## src/clrq_regs.vh

```
// constants for the command list ring queue engine
// assumes byte addresses on a 32-bit host memory bus
`ifndef CLRQ_REGS_VH
`define CLRQ_REGS_VH
`define CLRQ_HDR_BYTES      32'h00000020
`define CLRQ_OFF_CMD_PROD   32'h00000000
`define CLRQ_OFF_CMD_CONS   32'h00000004
`define CLRQ_OFF_STS_PROD   32'h00000008
`define CLRQ_OFF_STS_CONS   32'h0000000C
`define CLRQ_OFF_CMD_COUNT  32'h00000010
`define CLRQ_OFF_STS_COUNT  32'h00000014
`define CLRQ_CMD_RING_OFF   32'h00000020
`define CLRQ_CMD_ENTRY      32'h0000001C
`define CLRQ_STS_ENTRY      32'h00000010
`define CLRQ_CMD_WORDS      3'h7
`define CLRQ_STS_WORDS      3'h4
`define CLRQ_CMD_MAX        16'h0924
`define CLRQ_STS_MAX        16'h1000
`define CLRQ_IDX_RESET      16'h0000
`define CLRQ_ATTN_START     32'h00000001
`define CLRQ_FIFO_WIDTH     32
`define CLRQ_FIFO_DEPTH     32
`define CLRQ_FIFO_AW        5
// highest fifo fill that still takes a whole command entry
`define CLRQ_FETCH_ROOM     6'h19
`endif

```

## src/clrq_engine.v

```verilog
// command list ring queue engine, adapter side
// assumes a simple memory master: one request at a time, memAck pulse ends it
// Operation
// - header is 32 bytes, four indexes
// - status count at 14H, at most 4096
// - command ring starts at 20H, contiguous
// - adapter never writes command producer index
// - adapter advances command consumer after fetch
// - adapter advances status producer per deposit
// - adapter never writes status consumer index
// - command entry 28 bytes, count max 2340
// - status entry 16 bytes, max 4096
// - status ring follows last command entry
// - command ring is its own circular list
// - status ring is a separate circular list
// - several status entries per command allowed
// - empty when equal, full at consumer-1
// - indexes are entry numbers, not bytes
// - consumer index update may be deferred
`timescale 1ns/1ps
`include "clrq_regs.vh"
module clrq_engine (
    input  wire        ref_clk,
    input  wire        rst_n,
    input  wire        startQueue,
    input  wire [31:0] queueBase,
    input  wire        attnWrite,
    input  wire [31:0] attnData,
    output reg         memReq_ff,
    output reg         memWrite_ff,
    output reg  [31:0] memAddr_ff,
    output reg  [31:0] memWdata_ff,
    input  wire [31:0] memRdata,
    input  wire        memAck,
    output reg  [31:0] cmdWord_ff,
    output reg         cmdValid_ff,
    output reg         cmdLast_ff,
    input  wire        cmdReady,
    input  wire [31:0] stsWord,
    input  wire        stsValid,
    output reg         stsReady_ff,
    output reg         busy_ff,
    output reg         stsFull_ff,
    output reg         cfgError_ff
);
    localparam S_IDLE   = 8'h01;
    localparam S_CFG    = 8'h02;
    localparam S_PROD   = 8'h04;
    localparam S_FETCH  = 8'h08;
    localparam S_CONS   = 8'h10;
    localparam S_STSCON = 8'h20;
    localparam S_STSWR  = 8'h40;
    localparam S_STSIDX = 8'h80;

    reg [7:0]  state_ff;
    reg [7:0]  nxt_state;
    reg [31:0] base_ff;
    reg [15:0] cmdCount_ff;
    reg [15:0] stsCount_ff;
    reg [15:0] cmdProd_ff;
    reg [15:0] cmdCons_ff;
    reg [15:0] stsProd_ff;
    reg [15:0] stsCons_ff;
    reg [2:0]  word_ff;
    reg        cfgStep_ff;
    reg        pending_ff;
    reg        running_ff;
    reg [31:0] stsBuf_ff [0:3];
    reg [2:0]  stsFill_ff;
    reg [5:0]  fifoLevel_ff;
    reg [2:0]  outBeat_ff;

    wire [31:0] fifoData;
    wire        fifoValid;
    wire        fifoInReady;
    wire        fifoPush = (state_ff == S_FETCH) && memAck;
    wire        fifoPop  = fifoValid && (!cmdValid_ff || cmdReady);

    function [15:0] wrapInc;
        input [15:0] idx;
        input [15:0] cnt;
        begin
            wrapInc = (idx + 16'h0001 >= cnt) ? 16'h0000 : idx + 16'h0001;
        end
    endfunction

    function [31:0] entryAddr;
        input [15:0] idx;
        input [31:0] size;
        input [31:0] ringBase;
        begin
            entryAddr = ringBase + ({16'h0000, idx} * size);
        end
    endfunction

    wire [31:0] cmdRing = base_ff + `CLRQ_CMD_RING_OFF;
    wire [31:0] stsRing = cmdRing + ({16'h0000, cmdCount_ff} * `CLRQ_CMD_ENTRY);
    wire        cmdEmpty = (cmdCons_ff == cmdProd_ff);
    wire        stsFull = (wrapInc(stsProd_ff, stsCount_ff) == stsCons_ff);
    wire        badCfg = (cmdCount_ff < 16'h0002) || (cmdCount_ff > `CLRQ_CMD_MAX)
                      || (stsCount_ff < 16'h0002) || (stsCount_ff > `CLRQ_STS_MAX);

    clrq_fifo #(
        .WIDTH (`CLRQ_FIFO_WIDTH),
        .DEPTH (`CLRQ_FIFO_DEPTH),
        .AW    (`CLRQ_FIFO_AW)
    ) cmdFifo (
        .ref_clk  (ref_clk),
        .rst_n    (rst_n),
        .inData   (memRdata),
        .inValid  (fifoPush),
        .inReady  (fifoInReady),
        .outData  (fifoData),
        .outValid (fifoValid),
        .outReady (!cmdValid_ff || cmdReady)
    );

    always @* begin
        nxt_state = state_ff;
        case (state_ff)
            S_IDLE: begin
                if (startQueue) begin
                    nxt_state = S_CFG;
                end else if (running_ff && stsFill_ff == `CLRQ_STS_WORDS) begin
                    nxt_state = S_STSCON;
                end else if (running_ff && pending_ff) begin
                    nxt_state = S_PROD;
                end
            end
            S_CFG:    if (memAck && cfgStep_ff) nxt_state = S_IDLE;
            S_PROD:   if (memAck) nxt_state = S_FETCH;
            S_FETCH:  if (memAck && word_ff == `CLRQ_CMD_WORDS - 3'h1) nxt_state = S_CONS;
            S_CONS:   if (memAck) nxt_state = S_IDLE;
            S_STSCON: if (memAck) nxt_state = S_STSWR;
            S_STSWR:  if (memAck && word_ff == `CLRQ_STS_WORDS - 3'h1) nxt_state = S_STSIDX;
            S_STSIDX: if (memAck) nxt_state = S_IDLE;
            default:  nxt_state = S_IDLE;
        endcase
    end

    always @(posedge ref_clk or negedge rst_n) begin
        if (!rst_n) begin
            state_ff    <= S_IDLE;
            base_ff     <= 32'h00000000;
            cmdCount_ff <= 16'h0000;
            stsCount_ff <= 16'h0000;
            cmdProd_ff  <= `CLRQ_IDX_RESET;
            cmdCons_ff  <= `CLRQ_IDX_RESET;
            stsProd_ff  <= `CLRQ_IDX_RESET;
            stsCons_ff  <= `CLRQ_IDX_RESET;
            word_ff     <= 3'h0;
            cfgStep_ff  <= 1'b0;
            pending_ff  <= 1'b0;
            running_ff  <= 1'b0;
            stsFill_ff  <= 3'h0;
            fifoLevel_ff <= 6'h00;
            outBeat_ff  <= 3'h0;
            memReq_ff   <= 1'b0;
            memWrite_ff <= 1'b0;
            memAddr_ff  <= 32'h00000000;
            memWdata_ff <= 32'h00000000;
            cmdWord_ff  <= 32'h00000000;
            cmdValid_ff <= 1'b0;
            cmdLast_ff  <= 1'b0;
            stsReady_ff <= 1'b0;
            busy_ff     <= 1'b0;
            stsFull_ff  <= 1'b0;
            cfgError_ff <= 1'b0;
        end else begin
            state_ff <= nxt_state;
            busy_ff  <= (nxt_state != S_IDLE);
            if (attnWrite && attnData == `CLRQ_ATTN_START) begin
                pending_ff <= 1'b1;
            end else if (state_ff == S_PROD && memAck && (memRdata[15:0] == cmdCons_ff || badCfg)) begin
                pending_ff <= 1'b0;
            end
            // status words arrive from the executing side; several per command allowed
            stsReady_ff <= (stsFill_ff < `CLRQ_STS_WORDS - 3'h1)
                        || ((stsFill_ff < `CLRQ_STS_WORDS) && !(stsValid && stsReady_ff));
            if (stsValid && stsReady_ff) begin
                stsBuf_ff[stsFill_ff[1:0]] <= stsWord;
                stsFill_ff <= stsFill_ff + 3'h1;
            end
            fifoLevel_ff <= fifoLevel_ff + {5'h00, fifoPush} - {5'h00, fifoPop};
            if (fifoPop) begin
                cmdWord_ff  <= fifoData;
                cmdValid_ff <= 1'b1;
                // last flag counted on the output side so it stays with its word
                cmdLast_ff  <= (outBeat_ff == `CLRQ_CMD_WORDS - 3'h1);
                outBeat_ff  <= (outBeat_ff == `CLRQ_CMD_WORDS - 3'h1) ? 3'h0 : outBeat_ff + 3'h1;
            end else if (cmdReady) begin
                cmdValid_ff <= 1'b0;
            end
            memReq_ff <= 1'b0;
            case (state_ff)
                S_IDLE: begin
                    word_ff <= 3'h0;
                    if (startQueue) begin
                        base_ff    <= {queueBase[31:2], 2'b00};
                        running_ff <= 1'b0;
                        cfgStep_ff <= 1'b0;
                        cmdCons_ff <= `CLRQ_IDX_RESET;
                        stsProd_ff <= `CLRQ_IDX_RESET;
                        memReq_ff  <= 1'b1;
                        memWrite_ff <= 1'b0;
                        memAddr_ff <= {queueBase[31:2], 2'b00} + `CLRQ_OFF_CMD_COUNT;
                    end else if (nxt_state == S_STSCON || nxt_state == S_PROD) begin
                        memReq_ff   <= 1'b1;
                        memWrite_ff <= 1'b0;
                        memAddr_ff  <= base_ff + ((nxt_state == S_PROD) ? `CLRQ_OFF_CMD_PROD
                                                                        : `CLRQ_OFF_STS_CONS);
                    end
                end
                S_CFG: begin
                    if (memAck && !cfgStep_ff) begin
                        cmdCount_ff <= memRdata[15:0];
                        cfgStep_ff  <= 1'b1;
                        memReq_ff   <= 1'b1;
                        memAddr_ff  <= base_ff + `CLRQ_OFF_STS_COUNT;
                    end else if (memAck) begin
                        stsCount_ff <= memRdata[15:0];
                        running_ff  <= 1'b1;
                        cfgError_ff <= cfgError_ff || (cmdCount_ff < 16'h0002) || (cmdCount_ff > `CLRQ_CMD_MAX)
                                    || (memRdata[15:0] < 16'h0002) || (memRdata[15:0] > `CLRQ_STS_MAX);
                    end
                end
                S_PROD: begin
                    if (memAck) begin
                        cmdProd_ff <= memRdata[15:0];
                        // fetch only when the fifo has room for a whole entry
                        if (memRdata[15:0] == cmdCons_ff || badCfg || !fifoInReady
                            || fifoLevel_ff > `CLRQ_FETCH_ROOM) begin
                            cfgError_ff <= cfgError_ff || badCfg;
                            state_ff    <= S_IDLE;
                        end else begin
                            memReq_ff <= 1'b1;
                            memAddr_ff <= entryAddr(cmdCons_ff, `CLRQ_CMD_ENTRY, cmdRing);
                        end
                    end
                end
                S_FETCH: begin
                    if (memAck) begin
                        word_ff <= word_ff + 3'h1;
                        memReq_ff <= 1'b1;
                        if (word_ff == `CLRQ_CMD_WORDS - 3'h1) begin
                            cmdCons_ff  <= wrapInc(cmdCons_ff, cmdCount_ff);
                            memWrite_ff <= 1'b1;
                            memAddr_ff  <= base_ff + `CLRQ_OFF_CMD_CONS;
                            memWdata_ff <= {16'h0000, wrapInc(cmdCons_ff, cmdCount_ff)};
                        end else begin
                            memAddr_ff <= memAddr_ff + 32'h00000004;
                        end
                    end
                end
                S_STSCON: begin
                    if (memAck) begin
                        stsCons_ff <= memRdata[15:0];
                        stsFull_ff <= (wrapInc(stsProd_ff, stsCount_ff) == memRdata[15:0]);
                        if (wrapInc(stsProd_ff, stsCount_ff) == memRdata[15:0]) begin
                            state_ff <= S_IDLE;
                        end else begin
                            memReq_ff   <= 1'b1;
                            memWrite_ff <= 1'b1;
                            memAddr_ff  <= entryAddr(stsProd_ff, `CLRQ_STS_ENTRY, stsRing);
                            memWdata_ff <= stsBuf_ff[0];
                        end
                    end
                end
                S_STSWR: begin
                    if (memAck) begin
                        word_ff   <= word_ff + 3'h1;
                        memReq_ff <= 1'b1;
                        if (word_ff == `CLRQ_STS_WORDS - 3'h1) begin
                            stsProd_ff  <= wrapInc(stsProd_ff, stsCount_ff);
                            memAddr_ff  <= base_ff + `CLRQ_OFF_STS_PROD;
                            memWdata_ff <= {16'h0000, wrapInc(stsProd_ff, stsCount_ff)};
                        end else begin
                            memAddr_ff  <= memAddr_ff + 32'h00000004;
                            memWdata_ff <= stsBuf_ff[word_ff[1:0] + 2'h1];
                        end
                    end
                end
                S_STSIDX: begin
                    if (memAck) begin
                        memWrite_ff <= 1'b0;
                        stsFill_ff  <= 3'h0;
                    end
                end
                default: begin
                    memWrite_ff <= 1'b0;
                end
            endcase
            if (state_ff == S_CONS && memAck) begin
                memWrite_ff <= 1'b0;
            end
        end
    end
endmodule

```

## src/clrq_fifo.v

```verilog
// synchronous fifo holding fetched command words
// assumes one clock, asynchronous active-low reset
`timescale 1ns/1ps
module clrq_fifo #(
    parameter WIDTH = 32,
    parameter DEPTH = 32,
    parameter AW    = 5
) (
    input  wire             ref_clk,
    input  wire             rst_n,
    input  wire [WIDTH-1:0] inData,
    input  wire             inValid,
    output wire             inReady,
    output wire [WIDTH-1:0] outData,
    output wire             outValid,
    input  wire             outReady
);
    reg [WIDTH-1:0] mem [0:DEPTH-1];
    reg [AW:0]      wrPtr_ff;
    reg [AW:0]      rdPtr_ff;
    wire            doWr = inValid && inReady;
    wire            doRd = outValid && outReady;
    assign inReady  = (wrPtr_ff[AW] == rdPtr_ff[AW]) || (wrPtr_ff[AW-1:0] != rdPtr_ff[AW-1:0]);
    assign outValid = wrPtr_ff != rdPtr_ff;
    assign outData  = mem[rdPtr_ff[AW-1:0]];
    always @(posedge ref_clk) begin
        if (doWr) begin
            mem[wrPtr_ff[AW-1:0]] <= inData;
        end
    end
    always @(posedge ref_clk or negedge rst_n) begin
        if (!rst_n) begin
            wrPtr_ff <= {(AW+1){1'b0}};
            rdPtr_ff <= {(AW+1){1'b0}};
        end else begin
            if (doWr) begin
                wrPtr_ff <= wrPtr_ff + 1'b1;
            end
            if (doRd) begin
                rdPtr_ff <= rdPtr_ff + 1'b1;
            end
        end
    end
endmodule

```

## config.mk

```make
export PLATFORM = sky130hd
export DESIGN_NAME = clrq_engine
export DESIGN_NICKNAME = d
export VERILOG_FILES = /design/src/clrq_engine.v /design/src/clrq_fifo.v
export VERILOG_INCLUDE_DIRS = /design/src
export SDC_FILE = /design/constraint.sdc
export NUM_CORES = 2
export LEC_CHECK = 0
export BUFFER_PORTS_ARGS = -buffer_cell sky130_fd_sc_hd__buf_2
export CAP_MARGIN = 20
export CORE_MARGIN = 2
export CORE_UTILIZATION = 25
export CTS_CLUSTER_DIAMETER = 150
export CTS_CLUSTER_SIZE = 12
export DETAILED_ROUTE_END_ITERATION = 8
export RECOVER_POWER = 100
export SLEW_MARGIN = 20
export SYNTH_ARGS = -nofsm -noshare
export SYNTH_HDL_FRONTEND = slang
export SYNTH_SLANG_ARGS = --single-unit
```

## constraint.sdc

```tcl
create_clock -name ref_clk -period 12.7 [get_ports ref_clk]
set_input_delay 1.27 -clock ref_clk [delete_from_list [all_inputs] [get_ports ref_clk]]
set_output_delay 1.27 -clock ref_clk [all_outputs]
set_load 0.1 [all_outputs]
```

==> impl_metrics.env <==
export IMPL_setup_worst_path_class="reg -> reg"
export IMPL_htreeDepth=4
export IMPL_synth_area_leaders="edfxtp_1 53%, mux4_2 12%, dfrtp_1 8.9%"
export IMPL_final_common_cell="edfxtp_1"
export IMPL_holdWs_ns=0.502
export IMPL_grt_overflow_total=0
export IMPL_grt_setup_unrepaired="false"
export IMPL_dp_hpwl_mm=117
export IMPL_hp_class="reg -> reg"
export IMPL_rows=188
export IMPL_synth_compound_area_share_pct=6.20
export IMPL_start_util_pct=25.1
export IMPL_wl_mm=188
export IMPL_cts_root_buf="clkbuf_16"
export IMPL_antenna_found_initial=23
export IMPL_tritoncts="built"
export IMPL_worst_slew_pin_slew_ns=3.79
export IMPL_die_y_um=517
export IMPL_cts_repair_resized=0
export IMPL_syn_cell_area_sq_um=65700
export IMPL_finalSetupViolCount=0
export IMPL_synth_top_family_by_area="multiplexers"
export IMPL_pre_cts_ws_ns=6.05
export IMPL_start_kind="flop"
export IMPL_cap_viol_max_count=75
export IMPL_fin_nets=4909
export IMPL_peakVddDrop_mv=0.295
export IMPL_drcViolationCount=0
export IMPL_viasPerCell=4.89
export IMPL_place_congestion=0.897
export IMPL_layout_common_cells="1152 x edfxtp_1, 352 x mux4_2, 294 x clkbuf_1"
export IMPL_status="finished with violations"
export IMPL_slowest_delay_ns=2.33
export IMPL_slew_limit_headroom_pct=-153
export IMPL_crit_arrival_ns=8.20
export IMPL_p_leak_uw=0.0250
export IMPL_dieArea_sq_um=267000
export IMPL_numCtsBuffers=134
export IMPL_yosys_area_top_type="edfxtp_1"
export IMPL_grt_start_max_net_pins=121
export IMPL_synth_fa_ha_area_share_pct=4.90
export IMPL_post_cts_buffers=0
export IMPL_ios=239
export IMPL_synth_edf_count=1152
export IMPL_skew_ns=0.0478
export IMPL_drive_gt1_share_pct=16.5
export IMPL_synthXorXnorAreaFrac_pct=3.81
export IMPL_maxSlewViolCount=2271
export IMPL_slowest_stage="clkbuf_1"
export IMPL_portBuffers=234
export IMPL_postSynth_asyncResetShare_pct=16.9
export IMPL_critPathMaxFanout=109
export IMPL_antenna_left=0
export IMPL_fmax_mhz=130
export IMPL_cp_required_ns=13.18
export IMPL_grt_pass1_vias=39900
export IMPL_final_setup_tns_ns=0
export IMPL_worstSkewPairLatency_ns=0.77
export IMPL_synthMuxAreaShare_pct=14.7
export IMPL_end_kind="flop"
export IMPL_core_sq_um=262000
export IMPL_netlist_area_leader_share_pct=52.6
export IMPL_grt_total_usage_pct=13.8
export IMPL_die_w_um=517
export IMPL_area_growth_pct=14.1
export IMPL_ys_dominant_reg_cell="edfxtp_1"
export IMPL_crit_chain="clkbuf_1, buf_12, clkbuf_1, mux4_2, mux4_2, mux2i_1, a21oi_1"
export IMPL_first_iter_violations=4357
export IMPL_failed_checks="max-capacitance violations, max-slew violations"
export IMPL_wire_per_inst_um=23.1
export IMPL_fin_crit_sh_pct=60.8
export IMPL_grt_pass1_wl_mm=273
export IMPL_final_cells=8159
export IMPL_post_route_util_pct=28.6
export IMPL_syn_inst=4308
export IMPL_clkTransAtPathRegs_ns=0.06
export IMPL_drt_pass1_iterations=6
export IMPL_dp_cells=7927
export IMPL_hold_viol=0
export IMPL_syn_avg_cell_area_sq_um=15.3
export IMPL_num_vias=39900
export IMPL_ys_types=86
export IMPL_cts_hold_buf=0
export IMPL_ys_seq_area_share_pct=61.5
export IMPL_ys_ff_latch=1386
export IMPL_fin_crit_ns=7.72
export IMPL_yosys_area_share_simple_pct=6.48
export IMPL_clkSinkCount=1386
export IMPL_cts_buffer_depth=3
export IMPL_ys_warn_count=0
export IMPL_layout_setup_ws_ns=4.98
export IMPL_power_density_nw_per_um2=238
-- cells in the mapped netlist, types with 17 or more instances --
cell      number
buf_2         22
and3_1        30
nor2b_1       19
ha_1         174
a21o_1        29
inv_1        176
nand3_1      103
a21boi_0      21
mux4_2       352
nor2_1       236
nor3_1        61
a31oi_1       33
and2_1        19
mux2i_1       62
a211oi_1      37
o211ai_1      19
o21ai_0      131
or3_1         26
fa_1          52
nand2_1      225
buf_1         39
nor4_1        37
xnor2_1      177
a22o_1        30
clkbuf_1     155
mux2_2        98
nand2b_1      17
a21oi_1      162
nand4_1       44
edfxtp_1    1152
xor2_1       106
o221ai_1      17
dfrtp_1      233
-- metal layers --
metal  global-route usage [%]  vias up  wire (um)
li1                         -    17200          -
met1                     19.2    20700      81700
met2                     21.5     1703      85200
met3                     3.08      323      15900
met4                     4.02       26       5230
met5                        0        -        155
-- worst max-delay path, delay by kind of cell (launching register included) --
| kind | cells | cell delay, ns |
|---|---|---|
| AOI/OAI and AO/OA | 1 | 0.11 |
| buffers and inverters | 3 | 5.23 |
| DFF | 1 | 0.42 |
| muxes | 3 | 1.46 |
-- registers in the layout, indices dropped and copies added, names as in the netlist, 3 cells and up --
name              cells
stsBuf_ff           128
stsCount_ff          16
cmdCount_ff          16
stsFill_ff            3
cmdFifo.mem        1024
memAddr_ff           30
cmdWord_ff           32
outBeat_ff            3
cmdFifo.wrPtr_ff      6
state_ff              8
fifoLevel_ff          6
base_ff              30
word_ff               3
memWdata_ff          32
cmdCons_ff           16
stsProd_ff           16
cmdFifo.rdPtr_ff      6
-- cell type report --
cell class                 count  area, sq um
inverter                     176          661
fill                       26300       187000
clock buffer                 211         3650
tap                         3515         4400
antenna                        4         10.0
clock inverter                17          388
multi-input combinational   2523        23900
sequential                  1386        40500
timing repair buffer         327         1470
-- cell families after synthesis --
kind of cell	after synthesis
DFF	1386
xor gates and xnor gates	284
adders and majority gates	226
other	1
AOI/OAI and AO/OA	624
muxes	512
and+or+nand+nor	875
buffers and inverters	400
-- final timing paths --
check / from / endpoint / slack [ns] / cells after the start
max: cmdFifo.rdPtr_ff[0]$_DFFE_PN0P_ / cmdWord_ff[23]$_DFFE_PN0P_ / 4.98 / 7
min: pending_ff$_DFFE_PN0P_ / pending_ff$_DFFE_PN0P_ / 0.50 / 2
max reg2reg: cmdFifo.rdPtr_ff[0]$_DFFE_PN0P_ / cmdWord_ff[23]$_DFFE_PN0P_ / 4.98 / 7
min reg2reg: pending_ff$_DFFE_PN0P_ / pending_ff$_DFFE_PN0P_ / 0.50 / 2
max in group asynchronous: rst_n / memWdata_ff[6]$_DFFE_PN0P_ / 5.38 / 3
min in group asynchronous: rst_n / cmdWord_ff[5]$_DFFE_PN0P_ / 1.77 / 1
-- through the flow --
stage	power, uW	area (sq um)
after floorplan	11900	65700
after global placement	14000	71500
after detailed placement	14100	71500
after CTS	17900	75500
after global routing	18900	75000
final	17800	75000
-- power breakdown --
part           internal, uW  switching (uW)
Clock                  2010            1770
Sequential             5220             542
Combinational          3260            5030
(Power assumes the default switching activity.)
